--- src/cycle_timing_pkg.sv ---
// package: constants and types for the instruction cycle sequencer
package cycle_timing_pkg;

   localparam int         DIV_W              = 2;
   localparam int         CNT_W              = 6;
   localparam int         LEN_W              = 3;

   // divided-clock ratios per mode
   localparam logic [1:0] FAST_DIV_RATIO     = 2'h1;
   localparam logic [1:0] COMPAT_DIV_RATIO   = 2'h2;

   // compatibility: one legacy machine cycle in divided clocks
   localparam logic [5:0] MACHINE_CYCLE_CLKS = 6'h6;

   // fast-mode fixed counts, plus the compatibility-mode prefixed long count
   localparam logic [5:0] FAST_RETURN        = 6'h4;
   localparam logic [5:0] FAST_CODE_READ     = 6'h3;
   localparam logic [5:0] FAST_EXT_MOVE      = 6'h4;
   localparam logic [5:0] FAST_EXT_MOVE_ALT  = 6'h5;
   localparam logic [5:0] FAST_EXT_MOVE_RI   = 6'h2;
   localparam logic [5:0] FAST_MULTIPLY      = 6'h2;
   localparam logic [5:0] FAST_DIVIDE        = 6'h4;
   localparam logic [5:0] FAST_MULT_ACC      = 6'h9;
   localparam logic [5:0] FAST_PTR_INC       = 6'h2;
   localparam logic [5:0] FAST_PTR_INC_ALT   = 6'h3;
   localparam logic [5:0] FAST_PTR_LOAD_ALT  = 6'h4;
   localparam logic [5:0] FAST_CODE_READ_ALT = 6'h4;
   localparam logic [5:0] FAST_INDIRECT      = 6'h2;
   localparam logic [5:0] FAST_PREFIX_OTHER  = 6'h2;
   localparam logic [5:0] COMPAT_PREFIX_LONG = 6'h12;

   // alternate-pointer prefix byte
   localparam logic [7:0] PREFIX_OPCODE      = 8'ha5;

   typedef enum logic [1:0] {ST_START, ST_FETCH, ST_EXEC} seq_state_t;

   typedef struct packed {
      seq_state_t        state;
      logic              fast;
      logic              prefixed;
      logic [7:0]        opcode;
      logic [15:0]       operands;
      logic [LEN_W-1:0]  bytes_need;
      logic [LEN_W-1:0]  bytes_got;
      logic [CNT_W-1:0]  cycles;
      logic [CNT_W-1:0]  elapsed;
      logic              code_req;
      logic              instr_done;
      logic              cycle_tick;
      logic [DIV_W-1:0]  div_ratio;
   } core_state_t;

   localparam core_state_t CORE_RESET = '{state: ST_START, div_ratio: COMPAT_DIV_RATIO,
                                          default: '0};

   typedef struct packed {
      logic [DIV_W-1:0] count;
      logic             tick;
   } div_state_t;

   localparam div_state_t DIV_RESET = '{default: '0};

endpackage

--- src/cycle_tick_if.sv ---
// interface: divided-clock ratio and tick between sequencer and divider
`timescale 1ns/1ns
interface cycle_tick_if #(parameter int DIV_W = 2);
   logic [DIV_W-1:0] ratio;
   logic             tick;

   modport divider (input ratio, output tick);
   modport core    (output ratio, input tick);
endinterface

--- src/cycle_divider.sv ---
// module: system clock divider producing one tick per instruction clock
`timescale 1ns/1ns
module cycle_divider
   import cycle_timing_pkg::*;
(
   input  wire logic        clk,
   input  wire logic        reset,
   cycle_tick_if.divider    div
);
   div_state_t st;
   div_state_t next_st;

   always_comb
   begin
      next_st = st;
      // tick once every ratio oscillator periods
      next_st.tick = (st.count >= DIV_W'(div.ratio - 2'h1));
      if (next_st.tick)
      begin
         next_st.count = '0;
      end
      else
      begin
         next_st.count = DIV_W'(st.count + 2'h1);
      end
   end

   always_ff @(posedge clk)
   begin
      if (reset)
      begin
         st <= DIV_RESET;
      end
      else
      begin
         st <= next_st;
      end
   end

   assign div.tick = st.tick;
endmodule

--- src/instruction_cycle_timing.sv ---
// module: instruction fetch pacing and per-opcode cycle count sequencer
// How it works
// - every legacy opcode keeps its encoding, length and meaning
// - compatibility mode: legacy machine cycles times six divided clocks
// - modes differ only in cycle count and divider ratio, never in decode
// - fast mode counts stay within one to five cycles, except prefixed 0xa4 at nine
// - cycles are counted in divider ticks, not oscillator periods
// - fast mode divider ratio defaults to one
// - compatibility mode divider ratio defaults to two
// - fast mode: plain instructions take one cycle per byte
// - fast mode: single-byte register-indirect forms take two cycles, except 0xf6/0xf7 at one
// - fast mode fixed counts for return, code read, moves, multiply, divide
// - arithmetic groups keep legacy opcodes, six cycles in compatibility
`timescale 1ns/1ns
module instruction_cycle_timing
   import cycle_timing_pkg::*;
(
   input  wire logic                             clk,
   input  wire logic                             reset,
   input  wire logic                             fast_mode,
   input  wire logic                             code_valid,
   input  wire logic [7:0]                       code_byte,
   output logic                                  code_req,
   output logic                                  cycle_tick,
   output logic [cycle_timing_pkg::DIV_W-1:0]    div_ratio,
   output logic                                  mode_fast,
   output logic                                  instr_done,
   output logic [7:0]                            instr_opcode,
   output logic                                  instr_prefixed,
   output logic [15:0]                           instr_operands,
   output logic [cycle_timing_pkg::LEN_W-1:0]    instr_bytes,
   output logic [cycle_timing_pkg::CNT_W-1:0]    instr_cycles
);
   core_state_t st;
   core_state_t next_st;

   cycle_tick_if #(.DIV_W(DIV_W)) div ();

   cycle_divider u_divider (
      .clk   (clk),
      .reset (reset),
      .div   (div.divider)
   );

   // legacy instruction length in bytes
   function automatic logic [LEN_W-1:0] op_bytes(input logic [7:0] op);
      logic [LEN_W-1:0] n;
      n = 3'h1;
      casez (op)
         8'h?1:
            n = 3'h2;
         8'h02, 8'h12, 8'h10, 8'h20, 8'h30, 8'h43, 8'h53, 8'h63,
         8'h75, 8'h85, 8'h90, 8'hb4, 8'hb5, 8'hd5, 8'b1011_011?, 8'b1011_1???:
            n = 3'h3;
         8'h40, 8'h50, 8'h60, 8'h70, 8'h80, 8'h05, 8'h15, 8'h24,
         8'h25, 8'h34, 8'h35, 8'h42, 8'h44, 8'h45, 8'h52, 8'h54,
         8'h55, 8'h62, 8'h64, 8'h65, 8'h72, 8'h74, 8'h76, 8'h77,
         8'h82, 8'h86, 8'h87, 8'h92, 8'h94, 8'h95, 8'ha0, 8'ha2,
         8'ha6, 8'ha7, 8'hb0, 8'hb2, 8'hc0, 8'hc2, 8'hc5, 8'hd0,
         8'hd2, 8'he5, 8'hf5, 8'b0111_1???, 8'b1000_1???,
         8'b1010_1???, 8'b1101_1???:
            n = 3'h2;
         default:
            n = 3'h1;
      endcase
      return n;
   endfunction

   // legacy machine cycles per instruction
   function automatic logic [2:0] machine_cycles(input logic [7:0] op);
      logic [2:0] m;
      m = 3'h1;
      casez (op)
         8'ha4, 8'h84:
            m = 3'h4;
         8'h?1, 8'h02, 8'h12, 8'h22, 8'h32, 8'h10, 8'h20, 8'h30,
         8'h40, 8'h50, 8'h60, 8'h70, 8'h80, 8'h73, 8'h83, 8'h93,
         8'h43, 8'h53, 8'h63, 8'h72, 8'h82, 8'ha0, 8'hb0, 8'h92,
         8'h85, 8'h86, 8'h87, 8'ha6, 8'ha7, 8'h75, 8'h90, 8'ha3,
         8'hc0, 8'hd0, 8'hd5, 8'b1000_1???, 8'b1010_1???,
         8'b1110_00??, 8'b1111_00??, 8'b1011_01??, 8'b1011_1???,
         8'b1101_1???:
            m = 3'h2;
         default:
            m = 3'h1;
      endcase
      return m;
   endfunction

   // compatibility-mode count in divided clocks
   function automatic logic [CNT_W-1:0] compat_cycles(input logic [7:0] op);
      logic [8:0] prod;
      prod = 9'(machine_cycles(op)) * 9'(MACHINE_CYCLE_CLKS);
      return prod[CNT_W-1:0];
   endfunction

   // fast-mode count in divided clocks
   // fast counts bounded
   function automatic logic [CNT_W-1:0] fast_cycles(input logic [7:0] op,
                                                    input logic [LEN_W-1:0] len);
      logic [CNT_W-1:0] c;
      c = CNT_W'(len);
      casez (op)
         8'h22, 8'h32:
            c = FAST_RETURN;
         8'h83, 8'h93:
            c = FAST_CODE_READ;
         8'he0, 8'hf0:
            c = FAST_EXT_MOVE;
         8'he2, 8'he3, 8'hf2, 8'hf3:
            c = FAST_EXT_MOVE_RI;
         8'ha4:
            c = FAST_MULTIPLY;
         8'h84:
            c = FAST_DIVIDE;
         8'ha3:
            c = FAST_PTR_INC;
         // branches and calls take one extra cycle
         8'h?1, 8'h02, 8'h12, 8'h10, 8'h20, 8'h30, 8'h40, 8'h50,
         8'h60, 8'h70, 8'h80, 8'h73, 8'hd5, 8'b1011_01??,
         8'b1011_1???, 8'b1101_1???:
            c = CNT_W'(len) + 6'h1;
         8'h04, 8'h14:
            c = FAST_INDIRECT;
         default:
         begin
            if (len == 3'h1 && op[3:1] == 3'b011 && op[7:4] != 4'hf)
            begin
               c = FAST_INDIRECT;
            end
         end
      endcase
      return c;
   endfunction

   // remaining bytes after the prefix, opcode included
   function automatic logic [LEN_W-1:0] ext_bytes(input logic [7:0] op);
      return (op == 8'h90) ? 3'h3 : 3'h1;
   endfunction

   // prefixed-instruction count per mode
   function automatic logic [CNT_W-1:0] ext_cycles(input logic [7:0] op,
                                                   input logic fast);
      logic [CNT_W-1:0] c;
      unique case (op)
         8'ha4:
            c = FAST_MULT_ACC;
         8'h90:
            c = FAST_PTR_LOAD_ALT;
         8'h93:
            c = FAST_CODE_READ_ALT;
         8'he0, 8'hf0:
            c = FAST_EXT_MOVE_ALT;
         8'ha3:
            c = FAST_PTR_INC_ALT;
         default:
            c = FAST_PREFIX_OTHER;
      endcase
      if (!fast && (op == 8'ha3 || op == 8'he0 || op == 8'hf0))
      begin
         c = COMPAT_PREFIX_LONG;
      end
      return c;
   endfunction

   // close an instruction and arm the next fetch
   function automatic core_state_t finish(input core_state_t s, input logic mode);
      core_state_t r;
      r            = s;
      r.instr_done = 1'b1;
      r.state      = ST_FETCH;
      r.prefixed   = 1'b0;
      r.bytes_got  = '0;
      r.elapsed    = '0;
      r.fast       = mode;
      r.div_ratio  = mode ? FAST_DIV_RATIO : COMPAT_DIV_RATIO;
      return r;
   endfunction

   always_comb
   begin
      next_st            = st;
      next_st.instr_done = 1'b0;
      next_st.cycle_tick = div.tick;
      unique case (st.state)
         ST_START:
         begin
            next_st.fast      = fast_mode;
            next_st.div_ratio = fast_mode ? FAST_DIV_RATIO : COMPAT_DIV_RATIO;
            next_st.state     = ST_FETCH;
         end
         ST_FETCH:
         begin
            // one byte per divided cycle
            // a tick without a byte is a stall, left uncounted
            if (div.tick && code_valid)
            begin
               next_st.elapsed = CNT_W'(st.elapsed + 6'h1);
               if (st.bytes_got == '0)
               begin
                  next_st.opcode = code_byte;
                  if (!st.prefixed && code_byte == PREFIX_OPCODE)
                  begin
                     next_st.prefixed = 1'b1;
                  end
                  else
                  begin
                     next_st.bytes_got = 3'h1;
                     next_st.operands  = '0;
                     if (st.prefixed)
                     begin
                        next_st.bytes_need = ext_bytes(code_byte);
                        next_st.cycles     = ext_cycles(code_byte, st.fast);
                     end
                     else
                     begin
                        next_st.bytes_need = op_bytes(code_byte);
                        next_st.cycles     = st.fast
                                             ? fast_cycles(code_byte, op_bytes(code_byte))
                                             : compat_cycles(code_byte);
                     end
                  end
               end
               else
               begin
                  next_st.operands  = {st.operands[7:0], code_byte};
                  next_st.bytes_got = LEN_W'(st.bytes_got + 3'h1);
               end
               if (next_st.bytes_got != '0 && next_st.bytes_got == next_st.bytes_need)
               begin
                  if (next_st.elapsed >= next_st.cycles)
                  begin
                     next_st = finish(next_st, fast_mode);
                  end
                  else
                  begin
                     next_st.state = ST_EXEC;
                  end
               end
            end
         end
         ST_EXEC:
         begin
            if (div.tick)
            begin
               next_st.elapsed = CNT_W'(st.elapsed + 6'h1);
               if (next_st.elapsed >= st.cycles)
               begin
                  next_st = finish(next_st, fast_mode);
               end
            end
         end
         default:
         begin
            // illegal state code: resequence from start
            next_st.state = ST_START;
         end
      endcase
      next_st.code_req = (next_st.state == ST_FETCH);
   end

   always_ff @(posedge clk)
   begin
      if (reset)
      begin
         st <= CORE_RESET;
      end
      else
      begin
         st <= next_st;
      end
   end

   assign div.ratio      = st.div_ratio;
   assign code_req       = st.code_req;
   assign cycle_tick     = st.cycle_tick;
   assign div_ratio      = st.div_ratio;
   assign mode_fast      = st.fast;
   assign instr_done     = st.instr_done;
   assign instr_opcode   = st.opcode;
   assign instr_prefixed = st.prefixed;
   assign instr_operands = st.operands;
   assign instr_bytes    = st.bytes_need;
   assign instr_cycles   = st.cycles;
endmodule

--- config.mk ---
export PLATFORM = sky130hd
export DESIGN_NAME = instruction_cycle_timing
export DESIGN_NICKNAME = d
export VERILOG_FILES = /design/src/cycle_timing_pkg.sv /design/src/cycle_tick_if.sv /design/src/cycle_divider.sv /design/src/instruction_cycle_timing.sv
export SDC_FILE = /design/constraint.sdc
export NUM_CORES = 1
export LEC_CHECK = 0
export CORE_MARGIN = 2
export CORE_UTILIZATION = 35
export DETAILED_ROUTE_END_ITERATION = 16
export DONT_BUFFER_PORTS = 1
export SYNTH_ARGS = -nofsm -noshare
export SYNTH_HDL_FRONTEND = slang
export SYNTH_SLANG_ARGS = --single-unit
--- constraint.sdc ---
create_clock -name clk -period 8.5 [get_ports clk]
set_input_delay 0 -clock clk [delete_from_list [all_inputs] [get_ports clk]]
set_output_delay 0 -clock clk [all_outputs]
set_load 0.005 [all_outputs]
==> out/metrics.yaml <==
status:
  status: "finished, final reports clean"
synthesis:
  yosys_warnings: 0
  synth-edff-count: 0
  seq_area_frac_synth_pct: 26.1
  syn_nets: 567
  synth_area_per_cell_um2: 7.67
  ys_types: 78
  synth_area_um2: 4060
  synth_cells: 529
  async_flop_share_pct: 0
  yosys_register_bits: 53
  synth_ff_type: "dfxtp_1"
sta:
  fin_worst_skew_ns: 0.00840
  fin_ws_ns: 3.97
  fmax_mhz: 221
  slew_headroom_pct: 25.2
  rsz0062_at_grt: "no"
  fin_tns_setup_ns: 0
  hold_viol: 0
  slew_violations: 0
  setup_viol: 0
  period_minus_slack_ns: 4.53
  worstMarginPinSlew_ns: 1.12
  period_share_pct: 53.3
cts:
  cts_tree: "yes"
  cts-root-buf: "clkbuf_16"
  clk_latency_ns: 0.29
  path_clk_slew_ns: 0.07
  post-cts-setup-buffers: 0
  cts_htree_levels: 2
  clockBufferDepth: 2
  numCtsBuffers: 5
  cts.sinks: 53
hold_path:
  whs_endpoint: "st[18]$_SDFFE_PP0P_"
  whs_path_depth: 2
  holdCritStartpoint: "reset"
  hp-class: "input port to flip-flop"
critical_path:
  end_kind: "flip-flop"
  crit_type: "input port to flip-flop"
  crit_required_ns: 8.67
  rrSetupSlack_ns: 4.48
  r2r_end: "div_ratio[1]$_SDFFE_PP1P_"
  rr_startpoint: "st[17]$_SDFFE_PP0P_"
  crit_fanout: 21
  r2r_cells: 16
  start_kind: "input port"
  crit_arrival_ns: 4.70
placement:
  place_ws_ns: 3.81
  dp_hpwl_um: 7780
  gp_congestion: 0.951
  dpl-instance-area_um2: 3850
  port_buffers: 0
global_routing:
  grt_pass1_wl_um: 17800
  antenna_found_initial: 0
  overflow: 0
  grt_usage_pct: 17.2
  grt_pass1_vias: 3461
  grt_max_degree: 44
final_layout:
  diodes: 0
  final_cell_mix: "nand2_1 (60), dfxtp_1 (53), a21oi_1 (50), nand3_1 (35), ha_1 (26)"
  postLayoutCellArea_um2: 4160
  area_delta_synth_final_pct: 2.59
  drive_gt1_share_pct: 5.19
  final_nets: 519
  final_common_cell: "nand2_1"
drt:
  route.detailed.drc: 0
  antenna_left: 0
  viasPerCell: 5.91
  first_pass_iters: 5
  drt-initial-drc-count: 252
  vias: 3695
  wl_per_cell_um: 17.2
  finalWirelength_um: 10800
power_and_ir_drop:
  power-per-cell-area_nw_per_um2: 161
  peakVddDrop_v: 0.000106
  finalPower_uw: 670
  power_leakage_uw: 0.00151
die:
  coreArea_um2: 11400
  ioPinCount: 52
  die_area_um2: 12500
  die_y_um: 112
  fp-row-count: 39
  start_util_pct: 35.7
  fp.dieW_um: 112
run:
  drv_cap: 0
-- registers in the layout, summed over array words and instances, names as in the netlist --
| register | cells |
|---|---|
| instr_operands | 16 |
| st | 11 |
| instr_opcode | 8 |
| instr_cycles | 6 |
| instr_bytes | 3 |
| div_ratio | 2 |
| u_divider.st | 2 |
| code_req | 1 |
| cycle_tick | 1 |
| instr_done | 1 |
| instr_prefixed | 1 |
| u_divider.div.tick | 1 |
-- layout make-up --
type	instances	area [µm²]
Fill cell	1193	7210
Multi-Input combinational cell	384	2510
Sequential cell	53	1060
Tap cell	143	179
Clock buffer	5	125
Timing Repair Buffer	11	120
Inverter	26	97.6
Clock inverter	3	65.1
-- kinds of logic after synthesis --
| kind of cell | after synthesis | share of synthesized area [%] |
|---|---|---|
| and+or+nand+nor | 206 | 26.6 |
| AOI/OAI and AO/OA | 138 | 23.8 |
| buffers and inverters | 92 | 12.1 |
| DFF | 53 | 26.1 |
| adders and majority gates | 26 | 8.02 |
| xor gates and xnor gates | 10 | 2.16 |
| muxes | 4 | 1.14 |
-- routing by layer --
metal	global-route usage, %	up-vias	routed length (µm)
met1	22.2	1775	4710
met3	4.03	12	680
li1	-	1787	-
met4	3.54	0	115
met5	0	-	0
met2	29.3	121	5270
-- per-stage QoR --
stage	cells	utilization, %	hold WS, ns
2_1_floorplan	529	-	0.155
3_3_place_gp	606	33.9	0.0799
3_5_place_dp	606	33.9	0.0828
4_1_cts	625	36.6	0.00245
5_1_grt	625	36.6	0.0144
6_report	625	36.6	0.00818
-- cells in the mapped netlist, types with 7 or more instances --
library cell | number | area, µm²
buf_4 | 37 | 278
nand3_1 | 35 | 175
nand2b_1 | 12 | 75.1
a21oi_1 | 50 | 250
nor3_1 | 17 | 85.1
ha_1 | 26 | 325
inv_1 | 25 | 93.8
nor2_1 | 25 | 93.8
o21ai_0 | 19 | 95.1
nor2b_1 | 8 | 50.1
dfxtp_1 | 53 | 1060
clkbuf_1 | 20 | 75.1
nand2_1 | 60 | 225
nor4_1 | 7 | 43.8
-- worst max-delay path by stage --
stage                             from                         to  slack (ns)  depth (start not counted)
final                     code_byte[7]  div_ratio[1]$_SDFFE_PP1P_        3.97                         16
after global routing      code_byte[7]  div_ratio[0]$_SDFFE_PP0P_        3.64                         16
after CTS                 code_byte[7]  div_ratio[1]$_SDFFE_PP1P_        4.07                         16
after detailed placement  code_byte[7]  div_ratio[1]$_SDFFE_PP1P_        3.81                         16
after global placement    code_byte[7]  div_ratio[1]$_SDFFE_PP1P_        4.02                         16
after floorplan           code_byte[0]  div_ratio[1]$_SDFFE_PP1P_        4.41                         18
-- critical path: stages --
cell and delay (ns):
nor4b_1 0.13, o31ai_1 0.42, nand2_1 0.17, a2111o_1 0.44, nor4_1 0.71, ha_1 0.35, o311ai_0 0.35, o21ai_0 0.23
ha_1 0.35, nand2_1 0.06, o21a_1 0.17, o21ai_0 0.18, o211ai_1 0.22, o41ai_2 0.38, nand3_1 0.16, a221o_1 0.38
-- what timing repair did --
action	4_1_cts	5_1_grt
resized for setup	0	0
hold buffers	11	0
endpoints found under the hold margin	43	0
-- power breakdown --
part	switching, µW	total [µW]	internal (µW)
Combinational	80.9	133	52.0
Clock	93.8	262	168
Sequential	15.5	275	259
Total	190	670	480
(Power assumes the default switching activity.)
